===== src/core/atm_pkg.sv =====
// Purpose: Constants and types for the converter track-and-hold and mux control block.
// Assumes: One 100 MHz clock, synchronous active-high reset.
// Notes: Functional notes follow.
package atm_pkg;
    localparam logic [7:0] CHSEL_ADDR = 8'hBB;
    localparam logic [7:0] CHSEL_RESET = 8'h00;
    localparam int TRACK_SAR_CLKS = 3;
    localparam int CONV_SAR_CLKS = 11;
    localparam int RESULT_BITS = 8;
    // SAR clock divider reset value: SAR clock period minus one in system clocks (idle reloads sar_div at once, so the SAR rate follows sar_div).
    localparam logic [7:0] SAR_DIV_RESET = 8'h1F;
    localparam logic [3:0] POS_TEMP = 4'h8;
    localparam logic [3:0] POS_VDD = 4'h9;

    typedef enum logic [1:0] {
        ATM_IDLE = 2'b00,
        ATM_TRACK = 2'b01,
        ATM_CONV = 2'b10
    } atm_state_t;

    typedef struct packed {
        logic gnd;
        logic [2:0] pin;
    } atm_neg_sel_t;

    typedef struct packed {
        logic pin_en;
        logic temp;
        logic vdd;
        logic [2:0] pin;
    } atm_pos_sel_t;
endpackage


===== src/core/atm_track_ctrl.sv =====
// Purpose: Track-and-hold sequencing and input mux selection for the 8-bit converter.
// Assumes: Register write strobe on the same clock; start pin is asynchronous.
// Notes: Sample/compare analogue path is outside; this block issues controls and builds the SAR result from comp_in.
module atm_track_ctrl (
    input wire logic clk,
    input wire logic rst,
    input wire logic sfr_wr,
    input wire logic [7:0] sfr_addr,
    input wire logic [7:0] sfr_wdata,
    output logic [7:0] sfr_rdata,
    input wire logic lowpower_track_select,
    input wire logic use_ext_start,
    input wire logic sw_start,
    input wire logic external_convert_start,
    input wire logic standby,
    input wire logic [7:0] sar_div,
    input wire logic comp_in,
    output logic track_en,
    output logic busy,
    output logic done,
    output logic [7:0] result,
    output atm_pkg::atm_neg_sel_t neg_sel,
    output atm_pkg::atm_pos_sel_t pos_sel
);
    // Channel select register, written by software and read back unchanged.
    logic [7:0] chsel_r;
    logic [7:0] chsel_nxt;

    // Start pin synchroniser and rising-edge detector.
    logic [1:0] pin_sync_r;
    logic [1:0] pin_sync_nxt;
    logic pin_prev_r;
    logic pin_prev_nxt;

    // Sequencer state, SAR clock divider and step counter.
    atm_pkg::atm_state_t st_r;
    atm_pkg::atm_state_t st_nxt;
    logic [7:0] div_r;
    logic [7:0] div_nxt;
    logic [3:0] cnt_r;
    logic [3:0] cnt_nxt;
    logic [7:0] sar_r;
    logic [7:0] sar_nxt;
    logic [7:0] res_r;
    logic [7:0] res_nxt;
    logic done_r;
    logic done_nxt;

    // Successive approximation accumulator.
    logic [7:0] approx_r;
    logic [7:0] approx_nxt;

    logic tick;
    logic pin_rise;
    logic start;
    logic bit_step;
    logic conv_enter;

    // Register group.
    always_comb begin
        chsel_nxt = chsel_r;
        if (sfr_wr && sfr_addr == atm_pkg::CHSEL_ADDR) begin
            chsel_nxt = sfr_wdata;
        end
    end

    always_ff @(posedge clk) begin
        if (rst) begin
            chsel_r <= atm_pkg::CHSEL_RESET;
        end else begin
            chsel_r <= chsel_nxt;
        end
    end

    assign sfr_rdata = (sfr_addr == atm_pkg::CHSEL_ADDR) ? chsel_r : 8'h00;

    // Pin synchroniser group.
    // The pin idles high, so these flops reset high and no false edge follows reset.
    always_comb begin
        pin_sync_nxt = {pin_sync_r[0], external_convert_start};
        pin_prev_nxt = pin_sync_r[1];
    end

    always_ff @(posedge clk) begin
        if (rst) begin
            pin_sync_r <= 2'b11;
            pin_prev_r <= 1'b1;
        end else begin
            pin_sync_r <= pin_sync_nxt;
            pin_prev_r <= pin_prev_nxt;
        end
    end

    assign pin_rise = pin_sync_r[1] && !pin_prev_r;
    assign start = use_ext_start ? pin_rise : sw_start;
    assign tick = (div_r == 8'h00);

    // A bit decision is made on each of the first eight SAR clocks of a conversion.
    assign bit_step = (st_r == atm_pkg::ATM_CONV) && tick && (cnt_r > 4'h2);

    // Sequencer group.
    always_comb begin
        st_nxt = st_r;
        div_nxt = (tick || st_r == atm_pkg::ATM_IDLE) ? sar_div : div_r - 8'h01;
        cnt_nxt = cnt_r;
        sar_nxt = sar_r;
        res_nxt = res_r;
        done_nxt = 1'b0;
        case (st_r)
            atm_pkg::ATM_IDLE: begin
                if (start && !standby) begin
                    if (lowpower_track_select && !use_ext_start) begin
                        st_nxt = atm_pkg::ATM_TRACK;
                        cnt_nxt = 4'(atm_pkg::TRACK_SAR_CLKS - 1);
                    end else begin
                        st_nxt = atm_pkg::ATM_CONV;
                        cnt_nxt = 4'(atm_pkg::CONV_SAR_CLKS - 1);
                        sar_nxt = 8'h80;
                    end
                end
            end
            atm_pkg::ATM_TRACK: begin
                if (tick) begin
                    if (cnt_r == 4'h0) begin
                        st_nxt = atm_pkg::ATM_CONV;
                        cnt_nxt = 4'(atm_pkg::CONV_SAR_CLKS - 1);
                        sar_nxt = 8'h80;
                    end else begin
                        cnt_nxt = cnt_r - 4'h1;
                    end
                end
            end
            atm_pkg::ATM_CONV: begin
                if (tick) begin
                    // bit decisions in the first 8 SAR clocks, then settle.
                    if (bit_step) begin
                        sar_nxt = sar_r >> 1;
                    end
                    if (cnt_r == 4'h0) begin
                        st_nxt = atm_pkg::ATM_IDLE;
                        done_nxt = 1'b1;
                        res_nxt = approx_r;
                    end else begin
                        cnt_nxt = cnt_r - 4'h1;
                    end
                end
            end
            default: st_nxt = atm_pkg::ATM_IDLE;
        endcase
    end

    always_ff @(posedge clk) begin
        if (rst) begin
            st_r <= atm_pkg::ATM_IDLE;
            div_r <= atm_pkg::SAR_DIV_RESET;
            cnt_r <= 4'h0;
            sar_r <= 8'h00;
            res_r <= 8'h00;
            done_r <= 1'b0;
        end else begin
            st_r <= st_nxt;
            div_r <= div_nxt;
            cnt_r <= cnt_nxt;
            sar_r <= sar_nxt;
            res_r <= res_nxt;
            done_r <= done_nxt;
        end
    end

    // Accumulator group.
    // Each trial bit is kept when the comparator reports the input above the trial level.
    assign conv_enter = (st_r != atm_pkg::ATM_CONV) && (st_nxt == atm_pkg::ATM_CONV);

    always_comb begin
        approx_nxt = approx_r;
        if (conv_enter) begin
            approx_nxt = 8'h00;
        end else if (bit_step) begin
            approx_nxt = approx_r | (comp_in ? sar_r : 8'h00);
        end
    end

    always_ff @(posedge clk) begin
        if (rst) begin
            approx_r <= 8'h00;
        end else begin
            approx_r <= approx_nxt;
        end
    end

    // Tracking control.
    // Standby wins over every mode, so the input stage is quiet in standby or sleep.
    always_comb begin
        track_en = 1'b0;
        if (!standby) begin
            if (!lowpower_track_select) begin
                track_en = (st_r != atm_pkg::ATM_CONV);
            end else if (use_ext_start) begin
                track_en = (st_r == atm_pkg::ATM_IDLE) && !pin_sync_r[1];
            end else begin
                track_en = (st_r == atm_pkg::ATM_TRACK);
            end
        end
    end

    // Status outputs.
    assign busy = (st_r != atm_pkg::ATM_IDLE);
    assign done = done_r;
    assign result = res_r;

    // Mux decode. Reserved positive codes leave every positive enable low.
    assign neg_sel.gnd = chsel_r[7];
    assign neg_sel.pin = chsel_r[6:4];
    assign pos_sel.pin_en = !chsel_r[3];
    assign pos_sel.temp = (chsel_r[3:0] == atm_pkg::POS_TEMP);
    assign pos_sel.vdd = (chsel_r[3:0] == atm_pkg::POS_VDD);
    assign pos_sel.pin = chsel_r[2:0];
endmodule // atm_track_ctrl


===== config.mk =====
export PLATFORM = sky130hd
export DESIGN_NAME = atm_track_ctrl
export DESIGN_NICKNAME = d
export VERILOG_FILES = /design/src/core/atm_pkg.sv /design/src/core/atm_track_ctrl.sv
export SDC_FILE = /design/constraint.sdc
export NUM_CORES = 1
export LEC_CHECK = 0
export BUFFER_PORTS_ARGS = -buffer_cell sky130_fd_sc_hd__buf_2
export CAP_MARGIN = 20
export CORE_MARGIN = 2
export CORE_UTILIZATION = 40
export DETAILED_ROUTE_END_ITERATION = 10
export PLACE_DENSITY = 0.7
export REMOVE_ABC_BUFFERS = 1
export SYNTH_ARGS = -nofsm -noshare
export SYNTH_HDL_FRONTEND = slang
export SYNTH_SLANG_ARGS = --single-unit

===== constraint.sdc =====
create_clock -name clk -period 2.45 [get_ports clk]
set_input_delay 0.245 -clock clk [delete_from_list [all_inputs] [get_ports clk]]
set_output_delay 0.245 -clock clk [all_outputs]
set_load 0.01 [all_outputs]

==> metrics.txt, run 1 <==
register-to-register path setup slack=about 0.22 ns; clock transition at the registers of the reported paths=approximately 0.10 ns; launch instance of the worst min-delay path=external_convert_start; routability congestion estimate from global placement=0.861; die span in x=81.2 um; Final setup viols=0; wire length of the first global-routing pass=7890 um; number of detailed-routing iterations run before antenna repair=4; hold buffer count at CTS=0; boundary pin count=62; share of the synthesized area in the top cell type=0.420; share of post-route cells with drive strength above 1=0.279; number of flip-flops and latches in the synthesized netlist=50; worst r2r path cells=7; Final nets=367; total global routing overflow=0; internal power of the cells=approximately 1.1 mW; DRC violation count after routing=0; latest clock arrival within the worst-skew pair=roughly 0.3 ns; filler cell count=592; endpoints failing hold=0; switching component of the power=between 0.4 and 0.5 mW; floorplan die area=around 0.0066 mm2; type of the worst min-delay path=input port to flop; detailed router's first-iteration violation count=75; power density of the placed cells=approximately 570 mW/mm2; reg-to-reg critical path startpoint=st_r[0]; outcome=finished, final reports clean; final critical-path required period=approximately 2.2 ns; post-synthesis cell type count=48; Root Driver=sky130_fd_sc_hd__clkbuf_8; via count of the first global-routing pass=approximately 1800; Vias=2089; worst path required time=about 2.7 ns; number of nets with antenna violations after detailed routing=0; number of buffers created by CTS=5; total number of placement rows=28; starting utilization of the core area=0.407; post-cts gate resize count=0; fraction of the yosys area taken by sequential cells=0.420; total negative setup slack=0 ns; Relative slew margins=0.588; Slew @ Worst Pin=about 0.62 ns; number of flops mapped to enable cells by yosys=0; Clock Skew=between 0.007 and 0.008 ns; DPL Wire Length=3660 um; Switching Fraction=0.283; Critical R2R Capture=sar_r[6]; number of H-tree levels=2; # Max-Cap Violations=0; pin count of the biggest net entering global routing=22; Async S/R FF share, synth=0; antenna violations before repair=0; number of sinks driven by the clock tree=50; maximum frequency from static timing analysis=about 450 MHz; cell taking the most area after synthesis=sky130_fd_sc_hd__dfxtp_1; top area cells in the synthesized netlist=sky130_fd_sc_hd__dfxtp_1 42%, sky130_fd_sc_hd__a21oi_1 5.5%, sky130_fd_sc_hd__nand2_1 4.9%; Post-CTS Setup Inserts=0; Post-Synthesis Cells=270; startpoint kind of the worst setup timing path=flop; die extent in y=~81 um; CTS tree=yes; global routing usage summed across all routing layers=0.151; area of the mapped netlist=approximately 0.0024 mm2; worst hold margin=between 0.1 and 0.15 ns; Layout Utilization=0.482; Max clock buf depth=2; Crit. Startpoint=st_r[0]; leakage power summed over all cells=1.18 nW; number of buffers added on ports=slightly above 60; Core ar.=0.00585 mm2; unrepaired setup endpoints after global routing=false; WL per Instance=roughly 12 um; Seq pwr share=0.540; number of synthesis warnings=0; most used flip-flop cell after synthesis=sky130_fd_sc_hd__dfxtp_1; crit path kind=flop to flop; worst hold stages=2; Peak supply drop=~250 uV; fin crit share=0.912; fraction of power consumed by combinational cells=0.141; Worst setup EP type=flop; largest fanout on the critical path=10; Layout area overhead=18.3%; routed vias/inst=approximately 5.2; synthesized area per cell=around 9 um2; Detailed Route WL=approximately 5000 um; max-slew violation count=0; count of antenna diodes in the layout=0; proportion of power drawn by the clock network=0.320; worst endpoint data arrival time=between 2 and 2.5 ns; capturing instance or port of the critical path=sar_r[6]
==> how the worst min path moves through the flow <==
stage / endpoint / slack (ns)
finish: pin_sync_r[0] / 0.12
global route: pin_sync_r[0] / 0.10
CTS: pin_sync_r[0] / 0.11
detailed placement: pin_sync_r[1] / 0.40
global placement: pin_sync_r[1] / 0.39
floorplan: div_r[7] / 0.31
==> registers in the layout, indices dropped and copies added (netlist names) <==
signal      count
approx_r        8
result          8
done            1
pin_prev_r      1
st_r            2
chsel_r         8
pin_sync_r      2
cnt_r           4
div_r           8
sar_r           8
==> power by group through the flow <==
stage | clock, mW | sequential [mW] | combinational [mW]
2_1_floorplan | 0 | 0.878 | 0.149
3_3_place_gp | 0 | 0.883 | 0.221
3_5_place_dp | 0 | 0.883 | 0.224
4_1_cts | 0.532 | 0.865 | 0.226
5_1_grt | 0.557 | 0.869 | 0.254
6_report | 0.512 | 0.865 | 0.225
==> stage by stage <==
| stage | power (mW) | worst slack [ns] | instance area, um2 | std cells |
|---|---|---|---|---|
| floorplan | 1.03 | 0.387 | 2290 | 253 |
| global placement | 1.10 | 0.350 | 2720 | 393 |
| detailed placement | 1.11 | 0.254 | 2720 | 393 |
| CTS | 1.62 | 0.226 | 2820 | 401 |
| global route | 1.68 | 0.0653 | 2820 | 401 |
| finish | 1.60 | 0.217 | 2820 | 401 |
==> cells in the mapped netlist, types with 3 or more instances <==
| master | instances |
|---|---|
| sky130_fd_sc_hd__dfxtp_1 | 50 |
| sky130_fd_sc_hd__nand2_1 | 31 |
| sky130_fd_sc_hd__a21oi_1 | 26 |
| sky130_fd_sc_hd__nand3_1 | 16 |
| sky130_fd_sc_hd__nor3_1 | 13 |
| sky130_fd_sc_hd__nor2_1 | 12 |
| sky130_fd_sc_hd__inv_1 | 10 |
| sky130_fd_sc_hd__and2_1 | 9 |
| sky130_fd_sc_hd__clkbuf_1 | 9 |
| sky130_fd_sc_hd__ha_1 | 9 |
| sky130_fd_sc_hd__a22o_1 | 7 |
| sky130_fd_sc_hd__buf_4 | 7 |
| sky130_fd_sc_hd__o211ai_1 | 6 |
| sky130_fd_sc_hd__or2_2 | 6 |
| sky130_fd_sc_hd__xor2_1 | 6 |
| sky130_fd_sc_hd__nor3b_1 | 5 |
| sky130_fd_sc_hd__a211oi_1 | 3 |
| sky130_fd_sc_hd__nand4b_1 | 3 |
| sky130_fd_sc_hd__nor2b_1 | 3 |
| sky130_fd_sc_hd__or3_1 | 3 |
==> placed cells by master (no fill, tap or decap), types with 5 or more instances in the layout <==
master,netlist,final
sky130_fd_sc_hd__nor3_1,13,13
sky130_fd_sc_hd__nor2_1,12,12
sky130_fd_sc_hd__a22o_1,7,7
sky130_fd_sc_hd__buf_2,1,61
sky130_fd_sc_hd__nand3_1,16,16
sky130_fd_sc_hd__and2_1,9,9
sky130_fd_sc_hd__xor2_1,6,6
sky130_fd_sc_hd__clkbuf_8,0,5
sky130_fd_sc_hd__dfxtp_1,50,50
sky130_fd_sc_hd__a21oi_1,26,26
sky130_fd_sc_hd__o211ai_1,6,6
sky130_fd_sc_hd__ha_1,9,9
sky130_fd_sc_hd__or2_2,6,6
sky130_fd_sc_hd__inv_1,10,10
sky130_fd_sc_hd__nor3b_1,5,5
sky130_fd_sc_hd__nand2_1,31,31
==> worst max-delay path, stage by stage, from the launching register on <==
cell and delay [ns]:
sky130_fd_sc_hd__dfxtp_1 0.43, sky130_fd_sc_hd__inv_1 0.09, sky130_fd_sc_hd__ha_1 0.31, sky130_fd_sc_hd__or2_2 0.37, sky130_fd_sc_hd__a31oi_1 0.28, sky130_fd_sc_hd__nand3b_1 0.23
sky130_fd_sc_hd__o21a_1 0.29, sky130_fd_sc_hd__a22o_1 0.18
==> layer usage <==
metal | GRT usage | wire [um] | vias up
met5 | 0 | 0 | -
met4 | 0.0508 | 52 | 0
met3 | 0.0344 | 277 | 6
met2 | 0.266 | 2310 | 61
met1 | 0.181 | 2300 | 956
li1 | - | - | 1066
==> cell type report <==
class                   instances  area (um2)  share of cell area
clock buffers                   5        68.8              0.0244
clock inverters                 3        28.8              0.0102
inverters                      10        37.5              0.0133
multi-input cells             193        1250               0.445
flip-flops and latches         50        1000               0.355
well taps                      75        93.8              0.0333
repair buffers                 65         335               0.119
==> cell families (layout without fill, tap and decap cells) <==
kind of cell | count (synthesis) | after routing | share of synthesized area
AND/OR/NAND/NOR | 117 | 117 | 0.281
XOR/XNOR | 7 | 7 | 0.0257
adder cells (fa/ha/maj) | 9 | 9 | 0.0472
flip-flops | 50 | 50 | 0.420
buffers and inverters | 27 | 83 | 0.0541
AO/OA/AOI/OAI | 60 | 60 | 0.172
Note: power is estimated with default switching activity, not from simulation.
==> run 2: changes to the inputs <==
Settings changed: CORE_ASPECT_RATIO set to 0.9.
==> run 2 against run 1 <==
Sequential cell count unchanged. Via count down 1.8%. Core utilization up 0.97 points. Setup slack better by 0.0094 ns. Critical path depth unchanged. Sequential power about the same. Die area about the same. Sequential share of layout area up 0.063 points. Hold slack about the same.
==> metrics.txt, run 2 (synthesized netlist as in run 1, its figures left out) <==
outcome=finished, final reports clean; hold buffer count at CTS=0 (unchanged); power density of the placed cells=569 mW/mm2 (+0.19%); startpoint kind of the worst setup timing path=flop; Peak supply drop=291 uV (+17%); CTS tree=yes; latest clock arrival within the worst-skew pair=0.30 ns (about the same); sequential standard cell area=0.00100 mm2 (unchanged); die span in x=85.4 um (+5.1%); area of the multi-input gates=0.00125 mm2 (unchanged); routability congestion estimate from global placement=0.809 (-6.1%); total number of placement rows=26 (-7.1%); share of post-route cells with drive strength above 1=0.279 (unchanged); placed instance count=388 (-1.3%); sum of buffers and inverters on the critical path=1 (unchanged); worst hold margin=0.115 ns (-0.000223 ns); unrepaired setup endpoints after global routing=false; Relative slew margins=0.569 (-0.0190); DRC violation count after routing=0 (unchanged); Slew @ Worst Pin=0.645 ns (+0.0284 ns); endpoints failing hold=0 (unchanged); # Max-Cap Violations=0 (unchanged); via count of the first global-routing pass=1795 (-0.83%); Pwr Total=1.60 mW (about the same); leakage power summed over all cells=1.17 nW (-0.24%); number of detailed-routing iterations run before antenna repair=4 (unchanged); most frequent cells in the layout=61 x sky130_fd_sc_hd__buf_2, 50 x sky130_fd_sc_hd__dfxtp_1, 31 x sky130_fd_sc_hd__nand2_1; number of sinks driven by the clock tree=50 (unchanged); dominant delay contributor by cell family on the critical path=simple AND/OR/NAND/NOR gates; floorplan die area=0.00659 mm2 (about the same); leading cell type in the layout, fill and taps excluded=sky130_fd_sc_hd__buf_2; Final nets=367 (unchanged); die extent in y=77.2 um (-4.9%); type of the worst min-delay path=input port to flop; setup slack of the critical path after layout=0.226 ns (+0.00944 ns); final critical-path required period=2.22 ns (-0.00944 ns); Root Driver=sky130_fd_sc_hd__clkbuf_8; Clock Skew=0.00480 ns (-0.00289 ns); Max clock buf depth=2 (unchanged); fin crit share=0.908 (-0.00385); area of all placed cells without fillers=0.00281 mm2 (-0.18%); worst path cell trace=inv_1, ha_1, nor3b_1, a31o_2, a32oi_1, nor4_4, nor3_1; total negative setup slack=0 ns (unchanged); worst endpoint data arrival time=2.40 ns (-0.09 ns); pin count of the biggest net entering global routing=32 (+45%); count of antenna diodes in the layout=0 (unchanged); Worst setup EP type=flop; Final setup viols=0 (unchanged); total global routing overflow=0 (unchanged); Vias=2052 (-1.8%); worst path required time=2.63 ns (-0.07 ns); boundary pin count=62 (unchanged); WL per Instance=12.3 um (about the same); Layout Utilization=0.491 (+0.00966); number of buffers created by CTS=5 (unchanged); Detailed Route WL=4880 um (-1.2%); routed vias/inst=5.18 (-0.53%); number of buffers added on ports=61 (unchanged); antenna violations before repair=0 (unchanged); number of cells in the finished layout apart from fillers=396 (-1.2%); Post-CTS Setup Inserts=0 (unchanged); Critical Path Max Stage Delay=0.54 ns (+0.11 ns); maximum frequency from static timing analysis=450 MHz (+0.42%); Max stage delay cell, worst path=sky130_fd_sc_hd__nor3b_1; largest fanout on the critical path=8 (-2); number of H-tree levels=2 (unchanged); number of nets with antenna violations after detailed routing=0 (unchanged); filler cell count=559 (-5.6%); max-slew violation count=0 (unchanged); DPL Wire Length=3590 um (-1.9%); wire length of the first global-routing pass=8270 um (+4.8%); detailed router's first-iteration violation count=78 (+4.0%); starting utilization of the core area=0.416 (+0.00890); Core ar.=0.00573 mm2 (-2.1%); crit path kind=flop to flop; placed inst area=0.00272 mm2 (-0.23%); Layout area overhead=18.1%; clock transition at the registers of the reported paths=0.09 ns (about the same); global routing usage summed across all routing layers=0.153 (+0.00157); post-cts gate resize count=0 (unchanged); minimum setup slack after placement=0.256 ns (+0.00201 ns)
[run 2: changes by cell type in the layout (fill, tap and decap cells not counted)]
cell,before,now
sky130_fd_sc_hd__inv_8,1,0
sky130_fd_sc_hd__clkbuf_8,5,6
sky130_fd_sc_hd__clkinv_4,1,0
sky130_fd_sc_hd__clkinvlp_4,0,1
[run 2: final cells by class]
cell class / count / area share
Inverter: 10 / 0.0133
Multi-Input combinational cell: 193 / 0.446
Timing Repair Buffer: 65 / 0.119
Sequential cell: 50 / 0.356
Clock inverter: 2 / 0.00578
Clock buffer: 6 / 0.0293
Tap cell: 70 / 0.0311
[run 2: worst paths after layout]
check / slack (ns) / depth (start not counted) / endpoint / start
max reg2reg: 0.23 / 7 / approx_r[6] / cnt_r[0]
max: 0.23 / 7 / approx_r[6] / cnt_r[0]
min reg2reg: 0.42 / 1 / pin_sync_r[1] / pin_sync_r[0]
min: 0.11 / 2 / pin_sync_r[0] / external_convert_start
[run 2: worst reg2reg max path, cell delays in order, from the launching register on]
cell	delay [ns]
sky130_fd_sc_hd__dfxtp_1	0.34
sky130_fd_sc_hd__inv_1	0.11
sky130_fd_sc_hd__ha_1	0.16
sky130_fd_sc_hd__nor3b_1	0.54
sky130_fd_sc_hd__a31o_2	0.24
sky130_fd_sc_hd__a32oi_1	0.15
sky130_fd_sc_hd__nor4_4	0.46
sky130_fd_sc_hd__nor3_1	0.10
[run 2: power by group]
| part | leakage [nW] | internal, mW | switching [mW] |
|---|---|---|---|
| clock network | 0.0478 | 0.233 | 0.279 |
| registers | 0.406 | 0.837 | 0.0289 |
| logic | 0.719 | 0.0983 | 0.126 |
| total | 1.17 | 1.17 | 0.434 |
[run 2: routing by layer]
metal	vias to the layer above	track usage	part of all wire
met2	54	0.238	0.44
met3	5	0.0452	0.064
li1	1065	-	-
met4	0	0.0381	0.0094
met1	928	0.207	0.48
met5	-	0	0
